### src/inc/mdfp_regs.svh
// constants for the motor driver fault protection block
`ifndef MDFP_REGS_SVH
`define MDFP_REGS_SVH
`define MDFP_NUM_FET 6
`define MDFP_NUM_LOCK 3
`define MDFP_NUM_SRC 3
`define MDFP_SRC_OC 0
`define MDFP_SRC_IL 1
`define MDFP_SRC_LK 2
`define MDFP_LIM_HIGH_BIT 3
`define MDFP_LIM_RETRY_BIT 2
`define MDFP_LIM_OFF_BIT 0
`define MDFP_STICKY_RST 1'b0
`define MDFP_DEG_WIDTH 8
`define MDFP_RETRY_WIDTH 16
`endif

### src/inc/mdfp_pkg.sv
// types shared by the fault protection block
package mdfp_pkg;
`include "mdfp_regs.svh"
  typedef enum logic [3:0] {
    ST_IDLE = 4'h1,
    ST_LATCH = 4'h2,
    ST_RETRY = 4'h4,
    ST_REPORT = 4'h8
  } mdfp_state_e;
  // overcurrent response codes map straight onto this order
  typedef enum logic [1:0] {
    ACT_LATCH = 2'h0,
    ACT_RETRY = 2'h1,
    ACT_REPORT = 2'h2,
    ACT_NONE = 2'h3
  } mdfp_act_e;
  typedef enum logic [2:0] {
    BR_NORMAL = 3'h0,
    BR_ALL_OFF = 3'h1,
    BR_RECIRC = 3'h2,
    BR_HS_ON = 3'h3,
    BR_LS_ON = 3'h4
  } mdfp_bridge_e;
  typedef struct packed {
    logic driver_fault;
    logic controller_fault;
    logic fet_overcurrent_flag;
    logic [`MDFP_NUM_FET-1:0] fet_flag;
    logic current_limit_flag;
    logic motor_lock_flag;
    logic [`MDFP_NUM_LOCK-1:0] lock_cond_flag;
    logic die_heat_flag;
    logic heat_warning_flag;
    logic thermal_shutdown_flag;
  } mdfp_flags_s;
endpackage

### src/design/mdfp_deglitch.sv
// deglitch counter: detect a condition held longer than a set count
`timescale 1ns/1ps
module mdfp_deglitch #(
  parameter int DW = 8
) (
  // clock and reset
  input wire logic i_clk,
  input wire logic i_nrst,
  // condition and its deglitch count
  input wire logic i_cond,
  input wire logic [DW-1:0] i_deg,
  // qualified detection
  output logic o_det
);
  logic [DW:0] cnt;
  wire logic longer = (cnt > {1'b0, i_deg});
  // saturating count, restarts as soon as the condition drops
  always_ff @(posedge i_clk) begin
    if (!i_nrst || !i_cond) begin
      cnt <= '0;
    end else if (!longer) begin
      cnt <= cnt + 1'b1;
    end
  end
  always_ff @(posedge i_clk) begin
    if (!i_nrst) begin
      o_det <= 1'b0;
    end else begin
      o_det <= i_cond && longer;
    end
  end
endmodule

### src/design/mdfp_top.sv
// fault supervision and response for a three-phase motor driver
// Contract
// - fet overcurrent counts only when held above threshold past its deglitch
// - overcurrent latched: all fets off, pin low, flags, release on clear
// - overcurrent retry: all fets off, pin low, resume after retry time
// - retry end clears driver fault; overcurrent flags stay until clear
// - overcurrent report only: keep driving, set flags, clear on clear
// - overcurrent disabled: no action at all
// - buck overcurrent past deglitch: buck switches hi-z and reset state
// - current limit past deglitch responds by its four-bit field
// - limit 00xx: chosen fet state, pin low, flags, release on clear
// - limit 01xx: same state, resume and clear flags after lock retry
// - limit 1000: keep driving, report flags, clear on clear
// - limit 1xx1: no action
// - heat warning reporting pulls pin low until cooled below hysteresis
// - heat warning flag held until clear while cooled
// - shutdown: fets off, charge pump off, pin low, resume when cooled
// - shutdown flag latched until clear, protection cannot be disabled
// - any enabled lock condition while running raises motor lock event
// - lock 00xx: chosen fet state, pin low, flags, release on clear
// - lock 01xx: chosen state, pin low, resume and clear after retry
// - lock 1000 report only until clear; 1xx1 takes no action
`timescale 1ns/1ps
`include "mdfp_regs.svh"
module mdfp_top #(
  parameter int DW = `MDFP_DEG_WIDTH,
  parameter int RW = `MDFP_RETRY_WIDTH
) (
  // clock and reset
  input wire logic i_clk,
  input wire logic i_nrst,
  // sensed conditions
  input wire logic [`MDFP_NUM_FET-1:0] i_fet_oc,
  input wire logic i_buck_oc,
  input wire logic i_current_sense_amp_over,
  input wire logic i_die_warn_hot,
  input wire logic i_die_warn_cool,
  input wire logic i_die_tsd_hot,
  input wire logic i_die_tsd_cool,
  input wire logic i_motor_running,
  input wire logic [`MDFP_NUM_LOCK-1:0] i_lock_cond,
  // configuration
  input wire logic [1:0] i_fet_overcurrent_response_select,
  input wire logic [DW-1:0] i_fet_overcurrent_deglitch,
  input wire logic [RW-1:0] i_overcurrent_retry_time,
  input wire logic [3:0] i_current_limit_response_select,
  input wire logic [DW-1:0] i_current_limit_deglitch,
  input wire logic [RW-1:0] i_lock_retry_time,
  input wire logic i_heat_warning_report_enable,
  input wire logic [3:0] i_motor_lock_response_select,
  input wire logic [`MDFP_NUM_LOCK-1:0] i_lock_en,
  input wire logic i_clear_fault_bit,
  // responses and status
  output logic o_fault_pin_n,
  output mdfp_pkg::mdfp_bridge_e o_bridge,
  output logic o_charge_pump_en,
  output logic o_buck_hiz,
  output logic o_reset_req,
  output mdfp_pkg::mdfp_flags_s o_flags
);
  if (DW < 1 || RW < 1) begin : g_chk
    $error("mdfp_top: counter widths must be at least one bit");
  end

  // limit and lock share one code layout
  function automatic mdfp_pkg::mdfp_act_e code_act(input logic [3:0] code);
    if (!code[`MDFP_LIM_HIGH_BIT]) begin
      return code[`MDFP_LIM_RETRY_BIT] ? mdfp_pkg::ACT_RETRY : mdfp_pkg::ACT_LATCH;
    end
    // undefined high codes fall into report only
    return code[`MDFP_LIM_OFF_BIT] ? mdfp_pkg::ACT_NONE : mdfp_pkg::ACT_REPORT;
  endfunction

  function automatic mdfp_pkg::mdfp_bridge_e code_bridge(input logic [3:0] code);
    unique case (code[1:0])
      2'h0: return mdfp_pkg::BR_ALL_OFF;
      2'h1: return mdfp_pkg::BR_RECIRC;
      2'h2: return mdfp_pkg::BR_HS_ON;
      2'h3: return mdfp_pkg::BR_LS_ON;
    endcase
  endfunction

  // detection
  logic [`MDFP_NUM_FET-1:0] fet_det;
  logic il_det;
  logic buck_det;
  logic lk_det;
  for (genvar f = 0; f < `MDFP_NUM_FET; f++) begin : g_fet
    mdfp_deglitch #(.DW(DW)) u_deg (
      .i_clk(i_clk),
      .i_nrst(i_nrst),
      .i_cond(i_fet_oc[f]),
      .i_deg(i_fet_overcurrent_deglitch),
      .o_det(fet_det[f])
    );
  end
  mdfp_deglitch #(.DW(DW)) u_il_deg (
    .i_clk(i_clk),
    .i_nrst(i_nrst),
    .i_cond(i_current_sense_amp_over),
    .i_deg(i_current_limit_deglitch),
    .o_det(il_det)
  );
  // buck shares the fet overcurrent deglitch time
  mdfp_deglitch #(.DW(DW)) u_buck_deg (
    .i_clk(i_clk),
    .i_nrst(i_nrst),
    .i_cond(i_buck_oc),
    .i_deg(i_fet_overcurrent_deglitch),
    .o_det(buck_det)
  );
  wire logic lk_hit = i_motor_running && |(i_lock_cond & i_lock_en);
  always_ff @(posedge i_clk) begin
    if (!i_nrst) begin
      lk_det <= 1'b0;
    end else begin
      lk_det <= lk_hit;
    end
  end

  // per source response machines: overcurrent, limit, lock
  mdfp_pkg::mdfp_act_e act [`MDFP_NUM_SRC];
  logic det [`MDFP_NUM_SRC];
  logic [RW-1:0] rtime [`MDFP_NUM_SRC];
  mdfp_pkg::mdfp_bridge_e want [`MDFP_NUM_SRC];
  mdfp_pkg::mdfp_state_e st_v [`MDFP_NUM_SRC];
  logic enter [`MDFP_NUM_SRC];
  logic prot [`MDFP_NUM_SRC];
  logic busy [`MDFP_NUM_SRC];
  mdfp_pkg::mdfp_bridge_e sel [`MDFP_NUM_SRC];

  assign act[`MDFP_SRC_OC] = mdfp_pkg::mdfp_act_e'(i_fet_overcurrent_response_select);
  assign act[`MDFP_SRC_IL] = code_act(i_current_limit_response_select);
  assign act[`MDFP_SRC_LK] = code_act(i_motor_lock_response_select);
  assign det[`MDFP_SRC_OC] = |fet_det;
  assign det[`MDFP_SRC_IL] = il_det;
  assign det[`MDFP_SRC_LK] = lk_det;
  assign rtime[`MDFP_SRC_OC] = i_overcurrent_retry_time;
  assign rtime[`MDFP_SRC_IL] = i_lock_retry_time;
  assign rtime[`MDFP_SRC_LK] = i_lock_retry_time;
  assign want[`MDFP_SRC_OC] = mdfp_pkg::BR_ALL_OFF;
  assign want[`MDFP_SRC_IL] = code_bridge(i_current_limit_response_select);
  assign want[`MDFP_SRC_LK] = code_bridge(i_motor_lock_response_select);

  for (genvar s = 0; s < `MDFP_NUM_SRC; s++) begin : g_src
    mdfp_pkg::mdfp_state_e st;
    mdfp_pkg::mdfp_state_e next_st;
    logic [RW-1:0] rcnt;
    wire logic retry_done = (rcnt >= rtime[s]);
    // release needs the condition gone and the clear bit together
    wire logic release_ok = !det[s] && i_clear_fault_bit;
    always_comb begin
      next_st = st;
      unique case (st)
        mdfp_pkg::ST_IDLE: begin
          if (det[s]) begin
            unique case (act[s])
              mdfp_pkg::ACT_LATCH: next_st = mdfp_pkg::ST_LATCH;
              mdfp_pkg::ACT_RETRY: next_st = mdfp_pkg::ST_RETRY;
              mdfp_pkg::ACT_REPORT: next_st = mdfp_pkg::ST_REPORT;
              mdfp_pkg::ACT_NONE: next_st = mdfp_pkg::ST_IDLE;
            endcase
          end
        end
        mdfp_pkg::ST_LATCH, mdfp_pkg::ST_REPORT: begin
          if (release_ok) begin
            next_st = mdfp_pkg::ST_IDLE;
          end
        end
        mdfp_pkg::ST_RETRY: begin
          if (retry_done) begin
            next_st = mdfp_pkg::ST_IDLE;
          end
        end
        default: next_st = mdfp_pkg::ST_IDLE;
      endcase
    end
    always_ff @(posedge i_clk) begin
      if (!i_nrst) begin
        st <= mdfp_pkg::ST_IDLE;
      end else begin
        st <= next_st;
      end
    end
    // retry time counted in clock cycles from entry
    always_ff @(posedge i_clk) begin
      if (!i_nrst || st != mdfp_pkg::ST_RETRY) begin
        rcnt <= '0;
      end else if (!retry_done) begin
        rcnt <= rcnt + 1'b1;
      end
    end
    // bridge state frozen at entry so a code change mid fault is harmless
    always_ff @(posedge i_clk) begin
      if (!i_nrst) begin
        sel[s] <= mdfp_pkg::BR_ALL_OFF;
      end else if (enter[s]) begin
        sel[s] <= want[s];
      end
    end
    assign st_v[s] = st;
    assign enter[s] = (st == mdfp_pkg::ST_IDLE) && (next_st != mdfp_pkg::ST_IDLE);
    assign prot[s] = (st == mdfp_pkg::ST_LATCH) || (st == mdfp_pkg::ST_RETRY);
    assign busy[s] = (st != mdfp_pkg::ST_IDLE);
  end

  // thermal warning and shutdown
  logic warn_active;
  logic tsd_active;
  logic warn_flag;
  logic tsd_flag;
  wire logic warn_set = i_heat_warning_report_enable && i_die_warn_hot;
  always_ff @(posedge i_clk) begin
    if (!i_nrst) begin
      warn_active <= 1'b0;
      tsd_active <= 1'b0;
    end else begin
      warn_active <= warn_set || (warn_active && !i_die_warn_cool);
      tsd_active <= i_die_tsd_hot || (tsd_active && !i_die_tsd_cool);
    end
  end
  // sticky flags: a new event in the clear cycle wins
  always_ff @(posedge i_clk) begin
    if (!i_nrst) begin
      warn_flag <= `MDFP_STICKY_RST;
      tsd_flag <= `MDFP_STICKY_RST;
    end else begin
      warn_flag <= warn_set || (warn_flag && !(i_clear_fault_bit && i_die_warn_cool));
      tsd_flag <= i_die_tsd_hot || (tsd_flag && !i_clear_fault_bit);
    end
  end

  // overcurrent and lock condition flags
  logic oc_flag;
  logic [`MDFP_NUM_FET-1:0] fet_flag;
  logic [`MDFP_NUM_LOCK-1:0] lock_flag;
  wire logic oc_catch = enter[`MDFP_SRC_OC] || busy[`MDFP_SRC_OC];
  wire logic oc_clr = i_clear_fault_bit && !det[`MDFP_SRC_OC];
  wire logic lk_catch = enter[`MDFP_SRC_LK] || busy[`MDFP_SRC_LK];
  always_ff @(posedge i_clk) begin
    if (!i_nrst) begin
      oc_flag <= `MDFP_STICKY_RST;
      fet_flag <= '0;
      lock_flag <= '0;
    end else begin
      oc_flag <= enter[`MDFP_SRC_OC] || (oc_flag && !oc_clr);
      fet_flag <= (oc_catch ? fet_det : '0) | (oc_clr ? '0 : fet_flag);
      lock_flag <= lk_catch ? (lock_flag | (i_lock_cond & i_lock_en)) : '0;
    end
  end

  // buck trip holds until the device reset it requests takes effect
  logic buck_trip;
  always_ff @(posedge i_clk) begin
    if (!i_nrst) begin
      buck_trip <= 1'b0;
    end else begin
      buck_trip <= buck_trip || buck_det;
    end
  end

  // outputs, decoded from flip-flops only
  wire logic all_off = tsd_active || buck_trip || prot[`MDFP_SRC_OC];
  assign o_bridge = all_off ? mdfp_pkg::BR_ALL_OFF :
    prot[`MDFP_SRC_IL] ? sel[`MDFP_SRC_IL] :
    prot[`MDFP_SRC_LK] ? sel[`MDFP_SRC_LK] : mdfp_pkg::BR_NORMAL;
  assign o_fault_pin_n = !(prot[`MDFP_SRC_OC] || prot[`MDFP_SRC_IL] || prot[`MDFP_SRC_LK]
    || warn_active || tsd_active);
  assign o_charge_pump_en = !tsd_active;
  assign o_buck_hiz = buck_trip;
  assign o_reset_req = buck_trip;
  always_comb begin
    o_flags = '0;
    o_flags.driver_fault = busy[`MDFP_SRC_OC] || tsd_active;
    o_flags.controller_fault = busy[`MDFP_SRC_IL] || busy[`MDFP_SRC_LK];
    o_flags.fet_overcurrent_flag = oc_flag;
    o_flags.fet_flag = fet_flag;
    o_flags.current_limit_flag = busy[`MDFP_SRC_IL];
    o_flags.motor_lock_flag = busy[`MDFP_SRC_LK];
    o_flags.lock_cond_flag = lock_flag;
    o_flags.die_heat_flag = warn_active || tsd_active;
    o_flags.heat_warning_flag = warn_flag;
    o_flags.thermal_shutdown_flag = tsd_flag;
  end

  wire logic oc_latch = (st_v[`MDFP_SRC_OC] == mdfp_pkg::ST_LATCH);
  wire logic oc_retry = (st_v[`MDFP_SRC_OC] == mdfp_pkg::ST_RETRY);
  wire logic oc_report = (st_v[`MDFP_SRC_OC] == mdfp_pkg::ST_REPORT);
  wire logic il_retry = (st_v[`MDFP_SRC_IL] == mdfp_pkg::ST_RETRY);
endmodule

### config.mk
export PLATFORM = sky130hd
export DESIGN_NAME = mdfp_top
export DESIGN_NICKNAME = d
export VERILOG_FILES = /design/src/inc/mdfp_pkg.sv /design/src/design/mdfp_deglitch.sv /design/src/design/mdfp_top.sv
export VERILOG_INCLUDE_DIRS = /design/src /design/src/inc
export SDC_FILE = /design/constraint.sdc
export NUM_CORES = 1
export LEC_CHECK = 0
export BUFFER_PORTS_ARGS = -buffer_cell sky130_fd_sc_hd__buf_4
export CAP_MARGIN = 0
export CELL_PAD_IN_SITES_DETAIL_PLACEMENT = 1
export CELL_PAD_IN_SITES_GLOBAL_PLACEMENT = 2
export CORE_UTILIZATION = 39
export CTS_CLUSTER_DIAMETER = 120
export DETAILED_ROUTE_END_ITERATION = 10
export GPL_ROUTABILITY_DRIVEN = 0
export HOLD_SLACK_MARGIN = 0.03
export PLACE_DENSITY = 0.92
export SLEW_MARGIN = 40
export SYNTH_ARGS = -nofsm -noshare
export SYNTH_HDL_FRONTEND = slang
export SYNTH_HIERARCHICAL = 1
export SYNTH_SLANG_ARGS = --single-unit
### constraint.sdc
create_clock -name i_clk -period 5.8 [get_ports i_clk]
set_input_delay 0.58 -clock i_clk [delete_from_list [all_inputs] [get_ports i_clk]]
set_output_delay 0.58 -clock i_clk [all_outputs]
set_load 0.03 [all_outputs]
; After elaboration in Yosys (flattened, before gate mapping)
; Memory sizes are Yosys's and may differ from the RTL's.
; Index checks and enable logic that the tools add are counted.
[totals]
regBits = 156
mem_bits_rw = 9
output_inout_bits = 24
n_memories = 1
[memory_table]
columns = name, depth, width, read_ports, rd_clocked_by_memory_dff, wr, line
row1 = sel, 3, 3, 2, 0, 3, mdfp_top.sv:130  ; mdfp_pkg::mdfp_bridge_e sel [`MDFP_NUM_SRC];
[classes]
add_sub_neg = 11
order_cmp = 11
eq_ne = 36
mux = 41
bitwise = 6
n_reduce_logical = 83
[op_table]
columns = cell, count
row1 = $add 9x1->9 const B, 8
row2 = $gt 9x8->1, 8
row3 = $add 16x1->16 const B, 3
row4 = $ge 16x16->1, 3
row5 = $pmux 4 s4, 3
row6 = $mux 4, 9
row7 = $pmux 4 s3, 3
row8 = $logic_or 1x1->1, 31
row9 = $ne 4x1->1 const B, 6
row10 = $pmux 3 s4, 2
row11 = $logic_and 1x1->1, 22
row12 = $eq 2x2->1 const B, 10
row13 = $logic_not 1->1, 19
row14 = $mux 3, 6
row15 = $mux 1, 14
row16 = $eq 4x1->1 const B, 3
row17 = $eq 4x2->1 const B, 3
row18 = $eq 4x3->1 const B, 3
row19 = $eq 4x4->1 const B, 3
row20 = $mux 6, 2
row21 = $ne 4x3->1 const B, 3
row22 = $eq 2x1->1 const B, 5
row23 = $logic_not 2->1, 5
row24 = $or 6x6->6, 1
row25 = other kinds (8), 13

; Logic depth before layout (Yosys ltp)
; Gate-level depths: netlist (run 1).
[depth]
ltp_word = 12
ltp_mapped = 10

; Hierarchy
; Netlist (run 1), hierarchy kept.
[by_module_without_submodules]
columns = module, n_inst, cells_each, area_per_inst_um2
row1 = mdfp_deglitch, 8, 82, 670.6
row2 = mdfp_top, 1, 615, 5112.4

; Least setup slack after synthesis (run 1)
; OpenSTA, ideal clock, no wires.
[synth_timing]
kind = input to register
from = input port i_overcurrent_retry_time[0]
to = register g_src[0].rcnt[11]
arrival_ns = 2.385
required_ns = 5.729
setup_slack_ns = 3.345
path_stages = 7
n_path_buf = 0
cell_sequence = ha_1 nand2b_1 a2111o_1 a32oi_4 nand2_4 or4_1 a21oi_1
[synth_via]
elab_chain_len = 1
[synth_rtl]
columns = item, line
row1 = from (decl), mdfp_top.sv:45  ; input wire logic [RW-1:0] i_overcurrent_retry_time,
row2 = $ge 16x16->1, mdfp_top.sv:149  ; wire logic retry_done = (rcnt >= rtime[s]);
row3 = to (signal assigned), mdfp_top.sv:190  ; rcnt <= rcnt + 1'b1;
row4 = to (decl), mdfp_top.sv:148  ; logic [RW-1:0] rcnt;
; Every way passes these cells.
; A chain may end at the register's enable or synchronous reset.

; Worst setup path in the final report (run 1)
[layout_timing]
from = register g_src[1].st[1]
to = output port o_bridge[0]
[layout_via]
elab_chain_len = 4
word_cells_on_any_way = 5
cone_classes = eq/ne: 2 / mux: 2 / reduce/logical: 1
[layout_rtl]
columns = item, line
row1 = from (decl), mdfp_top.sv:146  ; mdfp_pkg::mdfp_state_e st;
row2 = from (signal assigned), mdfp_top.sv:180  ; st <= mdfp_pkg::ST_IDLE;
row3 = from (signal assigned), mdfp_top.sv:182  ; st <= next_st;
row4 = $eq 4x2->1 or $eq 4x3->1 (tied branches), mdfp_top.sv:203  ; assign prot[s] = (st == mdfp_pkg::ST_LATCH) || (st == mdfp_pkg::ST_RETRY);
row5 = $logic_or 1x1->1 *, mdfp_top.sv:203
row6 = $mux 3 *, mdfp_top.sv:265  ; prot[`MDFP_SRC_IL] ? sel[`MDFP_SRC_IL] :
row7 = $mux 3 *, mdfp_top.sv:264  ; assign o_bridge = all_off ? mdfp_pkg::BR_ALL_OFF :
row8 = to (decl), mdfp_top.sv:55  ; output mdfp_pkg::mdfp_bridge_e o_bridge,
; Mark *: on every way between the ends. The rest lies on a longest branch, timed or not.

==> reports/results.txt, run 1 <==
H-tree levels = 4
Vias in the first global route = 9610
Syn_area_per_cell = 8.24 sq um
Vias/cell = 5.51
Die area = 27500 sq um
Critical Path Source Type = flop
CTS Sinks = 162
Data arrival, critical path = 2.21 ns
Final clock skew = 0.0108 ns
Final Max Slew Viols = 0
Post-DP HPWL = 21.0 mm
Via count = 9380
CTS max path bufs = 2
R2R setup slack = 3.08 ns
Post-CTS setup buffer count = 0
Crit Path Category = flop to primary output
Required time worst endpoint = 5.22 ns
Root Buffer = clkbuf_16
GRT overflow = 0
Worst Hold Depth = 3
Chip height = 166 um
CP max FO = 7
Routed len/inst = 16.1 um
Layout fillers = 3170
Die span in x = 166 um
Dpl ws = 2.77 ns
Commonest cells in the netlist = dfxtp_1, nand2_1, ha_1, inv_1, nor2_1
Maximum vdd ir drop = 0.144 mV
Cell Rows = 59
EDFF count, synth = 6
Post-cts sizing count = 0
Mapped Cells = 1271
DRT antenna net count = 0
Post-CTS Hold Buffers = 0
Power per standard cell area = 204 nW/um^2
Syn nets = 1481
Sequential area share after synthesis = 0.315
Initial antenna violation count = 0
Fmax = 0.359 GHz
Initial drt markers = 462
Yosys warns = 6
Rel. slew slack = 0.449
Outcome = complete, but fails checks
Storage element area = 3300 sq um
Async SR Flop Fraction = 0
Unrepaired setup endpoints after global routing = no
#FFs+latches synth = 162
Total wire length = 27.4 mm
Routed wl met3 = 690 um
Setup Viol. Count Final = 0
Dominant cell type by area after synthesis = dfxtp_1
Port-buffer cells = 104
Drt first pass iters = 10
Top_reg_cell synth = dfxtp_1
First-pass GRT wire length = 47.3 mm
Setup TNS = 0 ns
Final worst slack = 3.01 ns
Metal2 WL = 13.2 mm
Clk pin slew, worst setup/hold paths = 0.07 ns
Max-cap viol count = 0
N_diodes = 0
Min cycle time layout = 2.79 ns
Overall Global Routing Usage = 0.206
Reg2reg path depth = 7
Leakage = 5.59 nW
Worst Tran Pin Value = 0.815 ns
Remaining DRCs = 11
CTS tree = built
Top sig layer = met4
Met1 wire length = 13.3 mm
Most common cell in the synthesized netlist = dfxtp_1
Yosys top cell area share = 0.298
Core ar. = 26200 sq um
Cell variety after synth = 69
Mapped Area = 10500 sq um
Boundary Pins = 105
Final nets = 1565
Tcrit/Tclk final = 0.480
TritonCTS Buffers = 17
Fraction of final layout cells sized beyond drive strength 1 = 0.127
Critical Path End Type = primary output
Count of final hold-check violations = 0
Multi-input logic area = 6530 sq um
Hold Path Class = input port to flop
Largest net degree at the start of global routing = 35
Worst skew pair latency = 0.43 ns
Initial Util = 0.400
Area Growth Syn to Fin = 15.0%
Synth area leaders = dfxtp_1, ha_1, nand2_1
Failing checks = DRC
state kept, by name, indices dropped and copies added, names as in the netlist, 3 cells and up:
register,cells
g_src.rcnt,48
lock_flag,3
sel,6
u_il_deg/cnt,9
u_buck_deg/cnt,9
fet_flag,6
g_fet.u_deg/o_det,6
g_fet.u_deg/cnt,54
g_src.st,12
final timing paths:
path,end,startpoint
worst min-delay path,tsd_flag,i_die_tsd_hot
worst max-delay path,o_bridge[0],g_src[1].st[1]
worst max register to register,g_src[2].rcnt[13],g_src[2].rcnt[3]
worst min register to register,o_buck_hiz,u_buck_deg/o_det
metrics by stage:
| stage | instances | total power [mW] | util | hold WS (ns) | cell area, sq um |
|---|---|---|---|---|---|
| after global routing | 1702 | 2.56 | 0.460 | 0.374 | 12000 |
| after floorplan | 1271 | 1.29 | - | 0.411 | 10500 |
| after global placement | 1671 | 1.38 | 0.438 | 0.422 | 11500 |
| final | 1702 | 2.46 | 0.460 | 0.382 | 12000 |
| after detailed placement | 1671 | 1.39 | 0.438 | 0.447 | 11500 |
| after CTS | 1702 | 2.49 | 0.460 | 0.368 | 12000 |
worst max-delay path, stage by stage (launching register included):
cell	delay, ns
dfxtp_1	0.47
xnor2_1	0.10
nor3_1	0.54
nor2b_1	0.17
a221o_1	0.32
buf_4	0.17
cell usage in the layout, fill, tap and decap left out, drive strengths merged, types with 7 or more instances in the layout:
master,Yosys,final
a2111o,9,9
a211o,8,8
a21o,13,13
a21oi,91,91
a22oi,10,10
a31o,24,24
a31oi,11,11
a41o,8,8
and2,25,25
and3,13,13
and4b,8,8
buf,22,104
clkbuf,17,19
dfxtp,156,156
ha,129,129
inv,121,126
mux2i,22,22
nand2,138,138
nand2b,17,17
nand3,50,50
nand4,26,26
nor2,116,116
nor2b,19,19
nor3,15,15
o211ai,13,13
o21ai,39,39
o221ai,8,8
o31ai,16,16
or3,10,10
or3b,8,8
or4,22,22
or4b,8,8
xnor2,16,16
xor2,7,7
final cells by class:
cell class	count	share of cell area
clock buffers	19	0.0385
clock inverters	12	0.00820
inverters	122	0.0380
multi-input cells	948	0.542
flip-flops and latches	162	0.274
well taps	335	0.0348
repair buffers	104	0.0648
where the power goes:
part | switching [mW] | internal (mW) | leakage, nW
registers | 0.0115 | 1.13 | 1.32
clock network | 0.502 | 0.592 | 0.274
logic | 0.129 | 0.0964 | 4.01
metal layers:
layer | vias to the layer above | global-route usage
met1 | 4512 | 0.270
met3 | 16 | 0.0293
met4 | 0 | 0.0451
li1 | 4749 | -
met5 | - | 0
met2 | 103 | 0.357
cells by family (layout without fill, tap and decap cells):
family | Yosys count | count (layout) | synth area share
AOI/OAI and AO/OA | 277 | 277 | 0.186
xor gates and xnor gates | 23 | 23 | 0.0192
adders and majority gates | 129 | 129 | 0.154
buffers and inverters | 161 | 257 | 0.0621
DFF | 162 | 162 | 0.315
muxes | 22 | 22 | 0.0210
and+or+nand+nor | 497 | 497 | 0.243
No activity file was read; power rests on OpenSTA's default activity.
==> inputs of run 2 (changes only) <==
- ABC_AREA: default -> 1
- CORE_UTILIZATION: 39 -> 32
- PLACE_DENSITY: 0.92 -> 0.84
- clock period: 5.8 -> 2.52 ns (I/O delays scaled with it)
==> reports/results.txt, run 2 <==
Outcome = completed
Die area = 38500 sq um
Tcrit/Tclk final = 0.904
Overall Global Routing Usage = 0.175
CTS Sinks = 162
Dpl ws = 0.383 ns
Biggest register = g_fet.u_deg/cnt
Syn_area_per_cell = 7.36 sq um
Clk pin slew, worst setup/hold paths = 0.07 ns
Post-DP HPWL = 24.9 mm
Via count = 10666
Cell Rows = 70
Largest net degree at the start of global routing = 22
Vias in the first global route = 11382
DRT antenna net count = 0
Critical Path End Type = primary output
Most common cell in the synthesized netlist = nand2_1
Final Max Slew Viols = 0
CTS tree = built
Drt first pass iters = 4
Final clock skew = 0.0106 ns
Post-CTS setup buffer count = 0
Setup TNS = 0 ns
Power per standard cell area = 418 nW/um^2
Maximum vdd ir drop = 0.444 mV
Die span in x = 196 um
#FFs+latches synth = 162
Fraction of final layout cells sized beyond drive strength 1 = 0.203
Core ar. = 36900 sq um
Data arrival, critical path = 2.03 ns
Mapped Area = 12100 sq um
EDFF count, synth = 6
Commonest cells in the netlist = nand2_1, inv_1, dfxtp_1, nand3_1, ha_1
TritonCTS Buffers = 17
Sequential area share after synthesis = 0.274
Dominant cell type by area after synthesis = dfxtp_1
CP max FO = 3
Hold Path Class = input port to flop
Rel. slew slack = 0.597
CTS max path bufs = 2
Min cycle time layout = 2.28 ns
Root Buffer = clkbuf_16
Routed len/inst = 14.1 um
Area Growth Syn to Fin = 15.7%
Leakage = 6.25 nW
Vias/cell = 4.70
Total power = 5.83 mW
Unrepaired setup endpoints after global routing = no
Initial drt markers = 346
H-tree levels = 4
Crit Path Category = flop to primary output
Worst skew pair latency = 0.43 ns
Port-buffer cells = 104
Count of final hold-check violations = 0
Most common cell after layout, fill and taps aside = nand2_1
Max-cap viol count = 0
Yosys top cell area share = 0.259
Commonest non-fill, non-tap cells in the layout = nand2_1, inv_1, dfxtp_1
Final nets = 1962
Required time worst endpoint = 2.27 ns
Yosys warns = 6
Chip height = 196 um
GRT overflow = 0
N_diodes = 0
Setup Viol. Count Final = 0
Remaining DRCs = 0
Syn nets = 1849
Final worst slack = 0.243 ns
Boundary Pins = 105
Top_reg_cell synth = dfxtp_1
Synth area leaders = dfxtp_1, ha_1, nand2_1
Worst Tran Pin Value = 0.603 ns
Total wire length = 32.0 mm
Fmax = 0.439 GHz
Cell variety after synth = 41
Mapped Cells = 1639
Initial antenna violation count = 0
Largest register FFs = 54
First-pass GRT wire length = 55.1 mm
Biggest regs = g_fet.u_deg/cnt x54, g_src.rcnt x48, g_src.st x12
Initial Util = 0.327
Async SR Flop Fraction = 0
Critical Path Source Type = flop
## run 2: path summary, 6_finish.rpt
kind | slack [ns] | cells after the start | endpoint | startpoint
setup / recovery | 0.24 | 10 | o_bridge[2] | g_src[0].st[3]
hold / removal | 0.05 | 3 | lk_det | i_motor_running
setup reg to reg | 0.45 | 10 | sel[1][0] | g_src[1].rcnt[13]
hold reg to reg | 0.45 | 2 | o_buck_hiz | u_buck_deg/o_det
## run 2: per-stage QoR
stage               instances  instance area (sq um)  hold WS, ns  utilization
floorplan                1639                  12100        0.369            -
global placement         2236                  13400        0.425        0.363
detailed placement       2236                  13400        0.449        0.363
CTS                      2269                  14000       0.0400        0.379
global route             2269                  14000       0.0568        0.379
finish                   2269                  14000       0.0538        0.379
## run 2: cell families (layout without fill, tap and decap cells)
family | after synthesis | after routing | synth area share
buffers and inverters | 264 | 390 | 0.0881
adder cells (fa/ha/maj) | 129 | 129 | 0.134
flip-flops | 162 | 162 | 0.274
XOR/XNOR | 78 | 78 | 0.0566
AND/OR/NAND/NOR | 803 | 803 | 0.336
AO/OA/AOI/OAI | 203 | 203 | 0.111
## run 2: timing repair
item | CTS | global route
gates resized for setup | 0 | 0
endpoints found under the hold margin | 1 | 0
hold buffers | 1 | 0
## run 2: cell type report
cell class | count | area [sq um]
clock inverters | 15 | 134
flip-flops and latches | 162 | 3300
repair buffers | 111 | 836
well taps | 504 | 631
multi-input cells | 1213 | 7700
inverters | 247 | 932
clock buffers | 17 | 425
fillers | 4621 | 22900
## run 2: report_power, final
part / total, mW / internal, mW / switching, mW
sequential: 2.63 / 2.60 / 0.0245
clock: 2.60 / 1.37 / 1.22
combinational: 0.607 / 0.233 / 0.374
total: 5.83 / 4.21 / 1.62
## run 2: routing by layer
layer | vias to the layer above | global-route usage | wire length (um)
met4 | 0 | 0.0365 | 268
met3 | 16 | 0.0230 | 511
met1 | 5075 | 0.213 | 14800
li1 | 5507 | - | -
met2 | 68 | 0.325 | 16400
met5 | - | 0 | 0
## run 2: critical path: stages, from the launching register on
cell,delay (ns)
dfxtp_1,0.37
inv_1,0.07
nand2_1,0.14
nor3_2,0.08
nor2_1,0.10
buf_4,0.14
inv_1,0.05
nor3_1,0.22
inv_1,0.10
a21oi_1,0.15
buf_4,0.18
